[src/urx_pkg.sv]
// package for the uart receive error / interrupt / wake block
// assumes a 125 MHz system clock and an apb master with 32-bit data
package urx_pkg;

   // ----------------------------------------
   // apb map (byte addresses)
   // ----------------------------------------
   localparam logic [11:0] URX_ADDR_STATUS = 12'h0000;
   localparam logic [11:0] URX_ADDR_CTRL_ONE = 12'h0004;
   localparam logic [11:0] URX_ADDR_CTRL_TWO = 12'h0008;
   localparam logic [11:0] URX_ADDR_DATA = 12'h000C;
   localparam logic [11:0] URX_ADDR_BAUD = 12'h0010;

   // ----------------------------------------
   // field positions
   // ----------------------------------------
   localparam int URX_ST_AVAIL = 0;
   localparam int URX_ST_OVERRUN = 1;
   localparam int URX_ST_NOISE = 2;
   localparam int URX_ST_FRAMING = 3;
   localparam int URX_ST_PARITY = 4;
   localparam int URX_ST_TX_EMPTY = 5;
   localparam int URX_ST_TX_IDLE = 6;

   localparam int URX_C1_NINE_BIT = 0;
   localparam int URX_C1_PARITY_EN = 1;
   localparam int URX_C1_PARITY_ODD = 2;
   localparam int URX_C1_TWO_STOP = 3;
   localparam int URX_C1_UNIT_EN = 4;
   localparam int URX_C1_RX_EN = 5;
   localparam int URX_C1_WIDTH = 6;

   localparam int URX_C2_RX_IRQ = 0;
   localparam int URX_C2_TXE_IRQ = 1;
   localparam int URX_C2_TXI_IRQ = 2;
   localparam int URX_C2_ADDR_EN = 3;
   localparam int URX_C2_WAKE_EN = 4;
   localparam int URX_C2_WIDTH = 5;

   localparam int URX_WORD_BITS = 9;
   localparam int URX_BAUD_BITS = 8;
   localparam int URX_TOP_NINE = 8;
   localparam int URX_TOP_EIGHT = 7;
   localparam logic [URX_WORD_BITS-1:0] URX_MASK_NINE = 9'h1FF;
   localparam logic [URX_WORD_BITS-1:0] URX_MASK_EIGHT = 9'h0FF;

   // ----------------------------------------
   // reset values
   // ----------------------------------------
   localparam logic [URX_C1_WIDTH-1:0] URX_C1_RESET = 6'h00;
   localparam logic [URX_C2_WIDTH-1:0] URX_C2_RESET = 5'h00;
   localparam logic [URX_BAUD_BITS-1:0] URX_BAUD_RESET = 8'h00;

   // frame as delivered by the oversampling core
   typedef struct packed {
      logic [URX_WORD_BITS-1:0] bits;
      logic parity_bit;
      logic stop_one;
      logic stop_two;
      logic noise;
   } urx_frame_t;

   // word as held in the receive buffer
   typedef struct packed {
      logic [URX_WORD_BITS-1:0] data;
      logic framing_err;
      logic parity_err;
   } urx_word_t;

   localparam int URX_WORD_W = URX_WORD_BITS + 2;

   // wake sequencing
   typedef enum logic [2:0] {
      URX_WK_RUN = 3'b001,
      URX_WK_ARMED = 3'b010,
      URX_WK_LATENCY = 3'b100
   } urx_wake_t;

endpackage

[src/urx_fifo.sv]
// small flip-flop fifo used as the receive data buffer
// assumes push and pop are one-cycle strobes in the clk domain
`timescale 1ns/10ps
`default_nettype none
module urx_fifo #(
   parameter int WIDTH = 11,
   parameter int DEPTH = 2
) (
   input wire logic clk,
   input wire logic rst,
   input wire logic push,
   input wire logic [WIDTH-1:0] push_data,
   input wire logic pop,
   output logic [WIDTH-1:0] head,
   output logic full,
   output logic empty
);
   localparam int PW = (DEPTH > 1) ? $clog2(DEPTH) : 1;
   localparam int CW = $clog2(DEPTH + 1);
   localparam logic [PW-1:0] LAST = PW'(DEPTH - 1);
   localparam logic [CW-1:0] FULL_CNT = CW'(DEPTH);

   logic [WIDTH-1:0] mem [DEPTH];
   logic [PW-1:0] rd_ptr;
   logic [PW-1:0] wr_ptr;
   logic [CW-1:0] count;
   wire do_push = push && !full;
   wire do_pop = pop && !empty;
   wire [PW-1:0] next_rd_ptr = (rd_ptr == LAST) ? '0 : rd_ptr + 1'b1;
   wire [PW-1:0] next_wr_ptr = (wr_ptr == LAST) ? '0 : wr_ptr + 1'b1;

   assign head = mem[rd_ptr];
   assign full = (count == FULL_CNT);
   assign empty = (count == '0);

   always_ff @(posedge clk) begin
      if (do_push) begin
         mem[wr_ptr] <= push_data;
      end
   end

   always_ff @(posedge clk) begin
      if (rst) begin
         rd_ptr <= '0;
         wr_ptr <= '0;
         count <= '0;
      end else begin
         if (do_push) begin
            wr_ptr <= next_wr_ptr;
         end
         if (do_pop) begin
            rd_ptr <= next_rd_ptr;
         end
         count <= count + CW'(do_push) - CW'(do_pop);
      end
   end
endmodule
`default_nettype wire

[src/urx_core.sv]
// uart receive errors, interrupt request and rx wake-up, apb register slave
// assumes an oversampling core delivering whole frames and a cpu core
// reporting clock-off / running state; all inputs synchronous to CLK
//
// Function
// - buffer holds two words; a third completing while full sets overrun
// - on overrun keep buffered words, drop incoming; irq if rx irq enabled
// - overrun clears only after status access then data buffer read
// - noise flag sets with rx available; word still stored; no own irq
// - noise clears after status access then data buffer read
// - framing error when any expected stop bit is zero; stored with word
// - parity error when parity enabled and wrong; stored with word
// - interrupt request is a low pulse from six uart sources
// - each tx condition has own enable; rx sources share one enable
// - address detect raises irq with no flag, only when enabled
// - clock off with wake and rx irq enabled: rx fall raises irq
// - status flags read-only; writes and irq entry do not change them
// - address mode: rx available irq only when top received bit high
// - no address mode: rx available irq on every word
// - clock off pauses transfer; it resumes when clock returns
// - idle or sleep leaves status, controls, buffer and divisor unchanged
// - wake only if wake, unit, receiver and rx irq enables set at power down
// - rx data arriving during wake latency is ignored
// - wake irq needs global and uart enables, and waits for normal run
`timescale 1ns/10ps
`default_nettype none
module urx_core
   import urx_pkg::*;
#(
   parameter int BUF_DEPTH = 2
) (
   input wire logic CLK,
   input wire logic SYS_RST,
   input wire logic PSEL,
   input wire logic PENABLE,
   input wire logic PWRITE,
   input wire logic [11:0] PADDR,
   input wire logic [31:0] PWDATA,
   output logic [31:0] PRDATA,
   output logic PREADY,
   output logic PSLVERR,
   input wire logic FRAME_DONE,
   input wire urx_frame_t FRAME,
   input wire logic TX_EMPTY,
   input wire logic TX_IDLE,
   input wire logic RX_PIN,
   input wire logic CLK_OFF,
   input wire logic CPU_RUNNING,
   input wire logic GLOBAL_IRQ_ENABLE,
   input wire logic UART_IRQ_ENABLE,
   output logic UART_IRQ_N,
   output logic WAKE_UP,
   output logic XFER_RUN,
   output logic NINE_BIT_SELECT,
   output logic TWO_STOP,
   output logic [URX_BAUD_BITS-1:0] BAUD_DIVISOR
);
   // ----------------------------------------
   // registers
   // ----------------------------------------
   logic [URX_C1_WIDTH-1:0] uart_control_one;
   logic [URX_C2_WIDTH-1:0] uart_control_two;
   logic [URX_BAUD_BITS-1:0] baud_divisor_reg;
   logic overrun_flag;
   logic noise_flag;
   logic status_seen;
   logic tx_empty_q;
   logic tx_idle_q;
   logic rx_pin_q;
   logic wake_irq_due;
   urx_wake_t wake_state;
   urx_wake_t next_wake_state;

   // ----------------------------------------
   // control decode
   // ----------------------------------------
   wire nine_bit_select = uart_control_one[URX_C1_NINE_BIT];
   wire parity_enable = uart_control_one[URX_C1_PARITY_EN];
   wire parity_odd = uart_control_one[URX_C1_PARITY_ODD];
   wire two_stop = uart_control_one[URX_C1_TWO_STOP];
   wire uart_unit_enable = uart_control_one[URX_C1_UNIT_EN];
   wire receiver_enable = uart_control_one[URX_C1_RX_EN];
   wire rx_irq_enable = uart_control_two[URX_C2_RX_IRQ];
   wire tx_empty_irq_enable = uart_control_two[URX_C2_TXE_IRQ];
   wire tx_idle_irq_enable = uart_control_two[URX_C2_TXI_IRQ];
   wire address_detect_enable = uart_control_two[URX_C2_ADDR_EN];
   wire wake_enable = uart_control_two[URX_C2_WAKE_EN];

   // ----------------------------------------
   // apb decode
   // ----------------------------------------
   wire apb_done = PSEL && PENABLE && PREADY;
   wire apb_wr = apb_done && PWRITE;
   wire apb_rd = apb_done && !PWRITE;
   wire hit_status = (PADDR == URX_ADDR_STATUS);
   wire hit_ctrl_one = (PADDR == URX_ADDR_CTRL_ONE);
   wire hit_ctrl_two = (PADDR == URX_ADDR_CTRL_TWO);
   wire hit_data = (PADDR == URX_ADDR_DATA);
   wire hit_baud = (PADDR == URX_ADDR_BAUD);
   wire hit_any = hit_status || hit_ctrl_one || hit_ctrl_two || hit_data || hit_baud;
   wire status_access = apb_done && hit_status;
   wire data_read = apb_rd && hit_data;
   // clear pair: status access earlier, then data read
   wire clear_pair = data_read && status_seen;

   // ----------------------------------------
   // frame checks
   // ----------------------------------------
   wire [URX_WORD_BITS-1:0] word_mask = nine_bit_select ? URX_MASK_NINE : URX_MASK_EIGHT;
   wire [URX_WORD_BITS-1:0] word_bits = FRAME.bits & word_mask;
   wire ones_odd = ^{word_bits, FRAME.parity_bit};
   wire parity_bad = parity_enable && (ones_odd != parity_odd);
   wire stop_bad = !FRAME.stop_one || (two_stop && !FRAME.stop_two);
   wire top_bit = nine_bit_select ? FRAME.bits[URX_TOP_NINE] : FRAME.bits[URX_TOP_EIGHT];

   // words seen while waking up are dropped
   wire rx_live = (wake_state == URX_WK_RUN) && !CLK_OFF;
   wire frame_in = FRAME_DONE && rx_live && uart_unit_enable && receiver_enable;

   logic fifo_full;
   logic fifo_empty;
   urx_word_t head_word;
   urx_word_t new_word;
   logic [URX_WORD_W-1:0] head_raw;

   assign new_word.data = word_bits;
   assign new_word.framing_err = stop_bad;
   assign new_word.parity_err = parity_bad;
   assign head_word = urx_word_t'(head_raw);

   wire push = frame_in && !fifo_full;
   wire overrun_event = frame_in && fifo_full;
   wire pop = data_read && !fifo_empty;
   wire rx_available_flag = !fifo_empty;

   // ----------------------------------------
   // receive buffer
   // ----------------------------------------
   urx_fifo #(
      .WIDTH(URX_WORD_W),
      .DEPTH(BUF_DEPTH)
   ) u_buf (
      .clk(CLK),
      .rst(SYS_RST),
      .push(push),
      .push_data(new_word),
      .pop(pop),
      .head(head_raw),
      .full(fifo_full),
      .empty(fifo_empty)
   );

   // error bits follow the word at the head, so read status before data
   wire framing_error_flag = rx_available_flag && head_word.framing_err;
   wire parity_error_flag = rx_available_flag && head_word.parity_err;

   // ----------------------------------------
   // interrupt sources
   // ----------------------------------------
   wire tx_empty_rise = TX_EMPTY && !tx_empty_q;
   wire tx_idle_rise = TX_IDLE && !tx_idle_q;
   wire irq_tx = (tx_empty_rise && tx_empty_irq_enable)
      || (tx_idle_rise && tx_idle_irq_enable);
   // rx available qualified by the top bit in address mode
   wire irq_rx_avail = push && rx_irq_enable
      && (!address_detect_enable || top_bit);
   wire irq_overrun = overrun_event && rx_irq_enable;
   wire irq_addr = push && address_detect_enable && top_bit;
   wire irq_any = irq_tx || irq_rx_avail || irq_overrun || irq_addr
      || (wake_irq_due && CPU_RUNNING);

   // ----------------------------------------
   // wake-up sequencing
   // ----------------------------------------
   wire wake_arm_ok = wake_enable && uart_unit_enable && receiver_enable
      && rx_irq_enable;
   wire rx_fall = rx_pin_q && !RX_PIN;

   always_comb begin
      next_wake_state = wake_state;
      case (wake_state)
         URX_WK_RUN: begin
            if (CLK_OFF && wake_arm_ok) begin
               next_wake_state = URX_WK_ARMED;
            end
         end
         URX_WK_ARMED: begin
            if (!CLK_OFF) begin
               next_wake_state = URX_WK_RUN;
            end else if (rx_fall) begin
               next_wake_state = URX_WK_LATENCY;
            end
         end
         URX_WK_LATENCY: begin
            if (CPU_RUNNING && !CLK_OFF) begin
               next_wake_state = URX_WK_RUN;
            end
         end
         default: begin
            next_wake_state = URX_WK_RUN;
         end
      endcase
   end

   wire wake_fire = (wake_state == URX_WK_ARMED) && CLK_OFF && rx_fall;
   // interrupt only with both cpu enables, held until the cpu runs again
   wire wake_irq_arm = wake_fire && GLOBAL_IRQ_ENABLE && UART_IRQ_ENABLE;

   // ----------------------------------------
   // read mux
   // ----------------------------------------
   logic [31:0] status_word;
   logic [31:0] next_prdata;
   always_comb begin
      status_word = '0;
      status_word[URX_ST_AVAIL] = rx_available_flag;
      status_word[URX_ST_OVERRUN] = overrun_flag;
      status_word[URX_ST_NOISE] = noise_flag;
      status_word[URX_ST_FRAMING] = framing_error_flag;
      status_word[URX_ST_PARITY] = parity_error_flag;
      status_word[URX_ST_TX_EMPTY] = TX_EMPTY;
      status_word[URX_ST_TX_IDLE] = TX_IDLE;
      next_prdata = '0;
      if (hit_status) begin
         next_prdata = status_word;
      end else if (hit_ctrl_one) begin
         next_prdata[URX_C1_WIDTH-1:0] = uart_control_one;
      end else if (hit_ctrl_two) begin
         next_prdata[URX_C2_WIDTH-1:0] = uart_control_two;
      // empty buffer reads zero, never a stale slot
      end else if (hit_data && rx_available_flag) begin
         next_prdata[URX_WORD_BITS-1:0] = head_word.data;
      end else if (hit_baud) begin
         next_prdata[URX_BAUD_BITS-1:0] = baud_divisor_reg;
      end
   end

   // ----------------------------------------
   // apb slave: one wait state, data and error registered
   // ----------------------------------------
   always_ff @(posedge CLK) begin
      if (SYS_RST) begin
         PREADY <= 1'b0;
         PRDATA <= '0;
         PSLVERR <= 1'b0;
      end else begin
         PREADY <= PSEL && PENABLE && !PREADY;
         PRDATA <= (PSEL && PENABLE && !PREADY && !PWRITE) ? next_prdata : '0;
         PSLVERR <= PSEL && PENABLE && !PREADY && !hit_any;
      end
   end

   // status and data writes are ignored
   always_ff @(posedge CLK) begin
      if (SYS_RST) begin
         uart_control_one <= URX_C1_RESET;
         uart_control_two <= URX_C2_RESET;
         baud_divisor_reg <= URX_BAUD_RESET;
      end else if (apb_wr) begin
         if (hit_ctrl_one) begin
            uart_control_one <= PWDATA[URX_C1_WIDTH-1:0];
         end
         if (hit_ctrl_two) begin
            uart_control_two <= PWDATA[URX_C2_WIDTH-1:0];
         end
         if (hit_baud) begin
            baud_divisor_reg <= PWDATA[URX_BAUD_BITS-1:0];
         end
      end
   end

   // ----------------------------------------
   // sticky flags: a new event wins over the clear
   // ----------------------------------------
   always_ff @(posedge CLK) begin
      if (SYS_RST) begin
         overrun_flag <= 1'b0;
         noise_flag <= 1'b0;
         status_seen <= 1'b0;
      end else begin
         if (overrun_event) begin
            overrun_flag <= 1'b1;
         end else if (clear_pair) begin
            overrun_flag <= 1'b0;
         end
         if (push && FRAME.noise) begin
            noise_flag <= 1'b1;
         end else if (clear_pair) begin
            noise_flag <= 1'b0;
         end
         if (status_access) begin
            status_seen <= 1'b1;
         end else if (data_read) begin
            status_seen <= 1'b0;
         end
      end
   end

   // ----------------------------------------
   // irq pulse, wake and edge history
   // ----------------------------------------
   always_ff @(posedge CLK) begin
      if (SYS_RST) begin
         UART_IRQ_N <= 1'b1;
         WAKE_UP <= 1'b0;
         XFER_RUN <= 1'b0;
         wake_state <= URX_WK_RUN;
         wake_irq_due <= 1'b0;
         tx_empty_q <= 1'b0;
         tx_idle_q <= 1'b0;
         rx_pin_q <= 1'b1;
      end else begin
         UART_IRQ_N <= !irq_any;
         WAKE_UP <= wake_fire;
         XFER_RUN <= !CLK_OFF;
         wake_state <= next_wake_state;
         if (wake_irq_arm) begin
            wake_irq_due <= 1'b1;
         end else if (CPU_RUNNING) begin
            wake_irq_due <= 1'b0;
         end
         tx_empty_q <= TX_EMPTY;
         tx_idle_q <= TX_IDLE;
         rx_pin_q <= RX_PIN;
      end
   end

   always_ff @(posedge CLK) begin
      if (SYS_RST) begin
         NINE_BIT_SELECT <= 1'b0;
         TWO_STOP <= 1'b0;
         BAUD_DIVISOR <= URX_BAUD_RESET;
      end else begin
         NINE_BIT_SELECT <= nine_bit_select;
         TWO_STOP <= two_stop;
         BAUD_DIVISOR <= baud_divisor_reg;
      end
   end
endmodule
`default_nettype wire

[config.mk]
export PLATFORM = sky130hd
export DESIGN_NAME = urx_core
export DESIGN_NICKNAME = d
export VERILOG_FILES = /design/src/urx_pkg.sv /design/src/urx_fifo.sv /design/src/urx_core.sv
export SDC_FILE = /design/constraint.sdc
export NUM_CORES = 1
export LEC_CHECK = 0
export BUFFER_PORTS_ARGS = -buffer_cell sky130_fd_sc_hd__buf_2
export CAP_MARGIN = 30
export CORE_UTILIZATION = 54
export DETAILED_ROUTE_END_ITERATION = 10
export GPL_TIMING_DRIVEN = 0
export MAX_ROUTING_LAYER = met4
export PLACE_DENSITY = 0.87
export SLEW_MARGIN = 20
export SYNTH_ARGS = -nofsm -noshare
export SYNTH_HDL_FRONTEND = slang
export SYNTH_SLANG_ARGS = --single-unit
[constraint.sdc]
create_clock -name CLK -period 6.6 [get_ports CLK]
set_input_delay 0.33 -clock CLK [delete_from_list [all_inputs] [get_ports CLK]]
set_output_delay 0.33 -clock CLK [all_outputs]
set_load 0.05 [all_outputs]
==> summary.md, run 1 <==
| Metric | Value |
|---|---|
| Filler Cell Count | ~530 |
| Setup TNS | 0 ps |
| Initial antenna violation count | 0 |
| Crit share post-route | 0.3716 |
| Drc violations | 0 |
| Endpoint class of the critical path | flop |
| Core area | about 0.0064 mm² |
| Area of the multi-input gates | around 0.0016 mm² |
| Routed len/inst | 15.37 µm |
| Clock Pin Slew Worst Setup and Hold Paths | 80 ps |
| Met1 Use GR | 0.3119 |
| Mean Syn Cell Area | roughly 10 µm² |
| Top fanout value on the critical path | 8 |
| First-pass GRT wire length | ~13000 µm |
| Worst-Margin Slew | around 740 ps |
| Total gr overflow | 0 |
| Critical Setup Path Class | in -> reg |
| I/O Buffers | 69 |
| Status | finished clean |
| Pre-antenna DRT Iters | 4 |
| Main combinational cell family by area after synthesis | simple AND/OR/NAND/NOR gates |
| Max reg flops | 22 |
| Tmin final | approximately 2500 ps |
| DP Cell Count | 516 |
| Die X | 83.63 µm |
| Met2 Track Usage GR | 0.4139 |
| Synth Area in Compound Gates | 0.09736 |
| Layout Skew | around 8.5 ps |
| Initial Utilization | 0.5635 |
| Crit-path leading delay family | simple AND/OR/NAND/NOR gates |
| Biggest register | u_buf.mem |
| Die Outline Area | between 0.006 and 0.007 mm² |
| Most Frequent Cell on Critical Path | ha_1 |
| GR Util met3 | 0.04352 |
| FP Rows | 29 |
| Worst setup SP type | primary input |
| CTS resizes | 0 |
| Flip-flop and latch area | 0.001822 mm² |
| Crit-path cells | buf_2 -> nor4_4 -> nand4_1 -> nor4_2 -> ha_1 -> inv_1 -> ha_1 -> xor2_1 -> xnor2_1 -> nor2_1 |
| Post-Layout Cell Count | ~530 |
| Final setup viols | 0 |
| Dpl ws | approximately 3800 ps |
| Leak | 0.001701 µW |
| Most common cell after layout, fill and taps aside | buf_2 |
| Clock Path Buffers | 2 |
| Critical path buffers and inverters | 2 |
| Via density | approximately 5.3 |
| EDFF count, synth | 22 |
| Pwr Total | 913.4 µW |
| Synth Cell Area | 0.003598 mm² |
| Fraction of layout cells with a size suffix above 1 | 0.2829 |
| Unique cell type count in the Yosys netlist | 52 |
| VDD IR-drop max | between 100 and 150 µV |
| Largest stage delay, worst path | a little over 500 ps |
| Crit-path slowest cell | nor4_4 |
| Yosys warns | 0 |
| Clk_lat worst skew | ~340 ps |
| CTS Buf Count | 9 |
| Worst hold margin | approximately 180 ps |
| Sink Count | 80 |
| Slew margin rel. | 0.5051 |
| Post-CTS setup buffer count | 0 |
| Antenna Nets Post-Route | 0 |
| Initial DRC count | around 190 |
| Root buf cell | clkbuf_8 |
| Largest net degree at the start of global routing | 14 |
| TritonCTS clock tree | yes |
| Register area share after synthesis | 0.5063 |
| WP data required | about 6800 ps |
| Top Ports | roughly 120 |
| Die Ht | roughly 84 µm |
| Max-cap violations | 0 |
| HPWL Detailed | between 6000 and 7000 µm |
| GPL Wtd Cong | 0.9048 |
| Vias in the first global route | roughly 2800 |
| Nets | 523 |
| Async set-reset flop share out of synthesis | 0 |
| Most frequent cells in the layout | 71 x buf_2, 58 x dfxtp_1, 39 x nor2_1 |
| Number of diodes | 0 |
| Maximum achievable frequency | 0.4077 GHz |
| Post-synthesis register bit count | 80 |
| RSZ-0062 raised after global routing | no |
| XOR/XNOR share of the synthesized area | 0.03164 |
| Fraction of the mapped netlist area in simple logic gates | 0.1954 |
| Power Density | around 210 mW/mm² |
| H-tree depth | 3 |
| Fin. Hold Viols | 0 |
| Top Registers | u_buf.mem x22, PRDATA x9 |
| Synth-to-layout area growth | 19.33% |
| WL final | between 8000 and 9000 µm |
| Cells after synthesis | 348 |
| Gr usage total | 0.2533 |
| Via count | roughly 2800 |
| Critical path arrival | ~2700 ps |
| Pins Over Slew Limit | 0 |
| PnR worst setup slack | 4147 ps |
| Cts hold-fix bufs | 0 |
| Synth Area in Adders | 0.006954 |
| Ys flop type | dfxtp_1 |
| Most Used Layer, Global Route | met2 |
| Hold Crit Class | in -> reg |
| Mux share of post-synthesis cell area | 0.08484 |
==> worst reg2reg max path: stages (launching register included) <==
cell and delay [ps]:
dfxtp_1 390, nor2_1 160, or2_2 340, nor4_2 460, ha_1 310, inv_1 50, ha_1 140, xor2_1 170
xnor2_1 140, nor2_1 50
==> layout make-up <==
cell class                      count  area share
Timing Repair Buffer               70     0.08217
Clock buffer                       11     0.03059
Tap cell                           77     0.02244
Clock inverter                      5    0.007576
Sequential cell                    80      0.4242
Inverter                           10    0.008741
Buffer                             34     0.05536
Multi-Input combinational cell    246      0.3689
==> final timing paths <==
path | startpoint | endpoint | slack, ps | cells after the start
worst max register to register | u_buf.count[1]$_SDFF_PP0_ | u_buf.count[1]$_SDFF_PP0_ | 4270 | 9
worst max-delay path | PADDR[9] | u_buf.count[1]$_SDFF_PP0_ | 4150 | 10
worst min-delay path | RX_PIN | rx_pin_q$_SDFF_PP1_ | 180 | 2
worst min register to register | overrun_flag$_SDFFE_PP0P_ | overrun_flag$_SDFFE_PP0P_ | 460 | 1
==> stage by stage <==
step	utilization	instance area [µm²]
detailed placement	0.6456	4123
floorplan	-	3681
global route	0.6724	4294
finish	0.6724	4294
CTS	0.6712	4287
global placement	0.6456	4123
==> power breakdown <==
| part | internal (µW) | leakage [µW] | switching [µW] |
|---|---|---|---|
| clock | 136 | 0.0000774 | 174 |
| sequential | 504 | 0.000658 | 0.668 |
| combinational | 31.6 | 0.000966 | 66.4 |
| total | 672 | 0.00170 | 241 |
==> kinds of logic (layout without fill, tap and decap cells) <==
group | Yosys count | in the layout
fa+ha+maj | 2 | 2
other cells | 1 | 23
compound gates | 51 | 51
xor+xnor | 13 | 13
simple gates | 127 | 127
buf+inv | 44 | 130
flops | 80 | 80
mux | 30 | 30
==> Yosys cell counts, drive strengths merged (6+ instances only) <==
library cell  count  area share
a21oi            16       0.022
o21ai            12       0.017
nor2b            15       0.026
nor3             18       0.030
mux2i            26       0.072
inv              10       0.010
nand3             8       0.011
nor2             39       0.041
xnor2            11       0.027
buf              28       0.057
edfxtp           22        0.18
dfxtp            58        0.32
clkbuf            6      0.0090
nand2            16       0.017
==> layer usage <==
metal	share of wire	up-vias
li1	-	1392
met1	0.43	1323
met2	0.48	98
met3	0.063	16
met4	0.019	0
met5	0	-
Power figures use the tool's default switching activity.
==> run 2, diff against run 1 <==
--- a/config.mk
+++ b/config.mk
@@ -7,11 +7,11 @@
 export LEC_CHECK = 0
 export BUFFER_PORTS_ARGS = -buffer_cell sky130_fd_sc_hd__buf_2
 export CAP_MARGIN = 30
-export CORE_UTILIZATION = 54
+export CORE_UTILIZATION = 51
 export DETAILED_ROUTE_END_ITERATION = 10
 export GPL_TIMING_DRIVEN = 0
 export MAX_ROUTING_LAYER = met4
-export PLACE_DENSITY = 0.87
+export PLACE_DENSITY = 0.83
 export SLEW_MARGIN = 20
 export SYNTH_ARGS = -nofsm -noshare
 export SYNTH_HDL_FRONTEND = slang
==> constraint.sdc (replaced) <==
create_clock -name CLK -period 2.4 [get_ports CLK]
set_input_delay 0.12 -clock CLK [delete_from_list [all_inputs] [get_ports CLK]]
set_output_delay 0.12 -clock CLK [all_outputs]
set_load 0.05 [all_outputs]
==> summary.md, run 2 (synthesis gave the netlist of run 1 again) <==
| Metric | Value |
|---|---|
| Status | finished clean |
| Clk_lat worst skew | approximately 360 ps |
| Pins Over Slew Limit | 0 |
| Vias in the first global route | between 2000 and 3000 |
| Maximum achievable frequency | around 0.44 GHz |
| Nets | around 530 |
| Post-CTS setup buffer count | 0 |
| Post-Layout Cell Count | 563 |
| Max reg flops | 22 |
| First-pass GRT wire length | about 13000 µm |
| R2R depth | 4 |
| Largest net degree at the start of global routing | 13 |
| Total gr overflow | 0 |
| Most frequent cells in the layout | 71 x buf_2, 58 x dfxtp_1, 39 x nor2_1 |
| CTS Buf Count | 9 |
| VDD IR-drop max | between 300 and 400 µV |
| Fin. Hold Viols | 0 |
| Crit share post-route | 0.9449 |
| Min-Delay Endpoint | baud_divisor_reg[6]$_SDFFE_PP0P_ |
| Top Registers | u_buf.mem x22, PRDATA x9 |
| Largest stage delay, worst path | between 500 and 600 ps |
| Hold Crit Depth | 3 |
| Pre-antenna DRT Iters | 4 |
| Die Ht | about 86 µm |
| HPWL Detailed | ~6300 µm |
| Initial antenna violation count | 0 |
| WP data required | ~2400 ps |
| RSZ-0062 raised after global routing | no |
| Worst setup SP type | flop |
| Number of diodes | 0 |
| Hold Crit Class | in -> reg |
| Via count | between 2000 and 3000 |
| Initial Utilization | 0.5297 |
| Gr usage total | 0.2504 |
| Worst R2R Start | wake_state[1]$_SDFFE_PP0P_ |
| Hold path startpoint | PWDATA[6] |
| Die X | about 86 µm |
| Antenna Nets Post-Route | 0 |
| Via density | approximately 5.2 |
| Max-cap violations | 0 |
| Initial DRC count | about 180 |
| Reg2reg end | u_buf.mem[1][10]$_DFFE_PP_ |
| Critical Setup Path Class | reg -> reg |
| Top Ports | roughly 120 |
| Leak | approximately 0.0018 µW |
| Drc violations | 0 |
| Routed len/inst | 14.99 µm |
| FP Rows | 30 |
| WL final | around 8400 µm |
| Top fanout value on the critical path | 11 |
| TritonCTS clock tree | yes |
| Most common cell after layout, fill and taps aside | buf_2 |
| Crit-path cells | nor3b_1 -> nand4b_1 -> a21oi_1 -> and2_1 |
| Crit-path slowest cell | and2_1 |
| DP Cell Count | around 540 |
| Worst-Margin Slew | 717.0 ps |
| Power Density | around 600 mW/mm² |
| Final setup viols | 0 |
| I/O Buffers | between 60 and 70 |
| Fraction of layout cells with a size suffix above 1 | 0.2784 |
| Core area | 0.006794 mm² |
| Clock Pin Slew Worst Setup and Hold Paths | 80 ps |
| Critical path arrival | about 2300 ps |
| FF-to-FF setup slack | approximately 130 ps |
| Endpoint class of the critical path | flop |
| Slew margin rel. | 0.5209 |
| Final Util | 0.6639 |
| GPL Wtd Cong | a little under 0.9 |
| Layout Skew | 5.296 ps |
| Tmin final | around 2300 ps |
| Biggest register | u_buf.mem |
| Sink Count | 80 |
| Root buf cell | clkbuf_8 |
| Die Outline Area | between 0.007 and 0.008 mm² |
| Synth-to-layout area growth | 25.35% |
| Clock Path Buffers | 2 |
| H-tree depth | 3 |
[run 2: changes by cell type in the layout (fill, tap and decap cells not counted), sizes merged]
cell	previous run	this run
buf	98	97
dlygate4sd3	0	12
bufinv	0	1
clkinvlp	2	0
clkinv	2	0
clkbuf	17	21
inv	11	10
[run 2: area by class of cell]
cell class | count | area (µm²)
Sequential cell | 80 | 1822
Multi-Input combinational cell | 246 | 1600
Clock buffer | 15 | 197.7
Fill cell | 555 | 2283
Tap cell | 96 | 120.1
Inverter | 10 | 37.54
Buffer | 34 | 237.7
Clock inverter | 1 | 30.03
Timing Repair Buffer | 81 | 465.4
[run 2: repair_timing]
item / in CTS / in global routing
resized for setup: 1 / 2
hold buffers: 12 / 0
setup endpoints to repair: 11 / 12
gates cloned: 0 / 0
hold endpoints to repair: 20 / 0
[run 2: worst max path at each step]
stage                                          start                    endpoint  slack (ps)  cells after the start
after CTS                  u_buf.count[1]$_SDFF_PP0_   u_buf.count[1]$_SDFF_PP0_          50                      9
after global routing                        PADDR[9]   u_buf.count[1]$_SDFF_PP0_         0.8                     10
after global placement                      PADDR[9]   u_buf.count[1]$_SDFF_PP0_        -200                     10
after floorplan                    PREADY$_SDFF_PP0_        PRDATA[3]$_SDFF_PP0_         310                      5
after detailed placement                    PADDR[9]   u_buf.count[1]$_SDFF_PP0_        -250                     10
final                     wake_state[1]$_SDFFE_PP0P_  u_buf.mem[1][10]$_DFFE_PP_         130                      4
[run 2: routing by layer]
layer	GRT usage	wire length [µm]	up-vias
li1	-	-	1416
met2	0.4076	4119	113
met5	-	0	-
met1	0.2913	3554	1359
met4	0.1152	195	0
met3	0.06256	573	17
[run 2: worst max-delay path: cells and delay by family, from the launching register on]
| family | cells | cell delay (ps) |
|---|---|---|
| compound gates | 1 | 410 |
| simple gates | 3 | 1140 |
| flops | 1 | 370 |
[run 2: report_power, final]
| part | internal (µW) | switching, µW |
|---|---|---|
| Sequential | 1390 | 1.68 |
| Combinational | 99.8 | 186 |
| Clock | 631 | 473 |
| Total | 2120 | 660 |
[run 2: stage by stage]
| stage | setup TNS, ps | hold slack [ps] | instance area, µm² | power (µW) | setup WS [ps] |
|---|---|---|---|---|---|
| 2_1_floorplan | 0 | 192.4 | 3681 | 1606 | 308.2 |
| 3_3_place_gp | -885.5 | 319.2 | 4146 | 1684 | -196.4 |
| 3_5_place_dp | -2122 | 321.8 | 4146 | 1687 | -246.1 |
| 4_1_cts | 0 | 0.7303 | 4497 | 2792 | 48.25 |
| 5_1_grt | 0 | 2.355 | 4511 | 2864 | 0.8078 |
| 6_report | 0 | 12.61 | 4511 | 2778 | 132.3 |
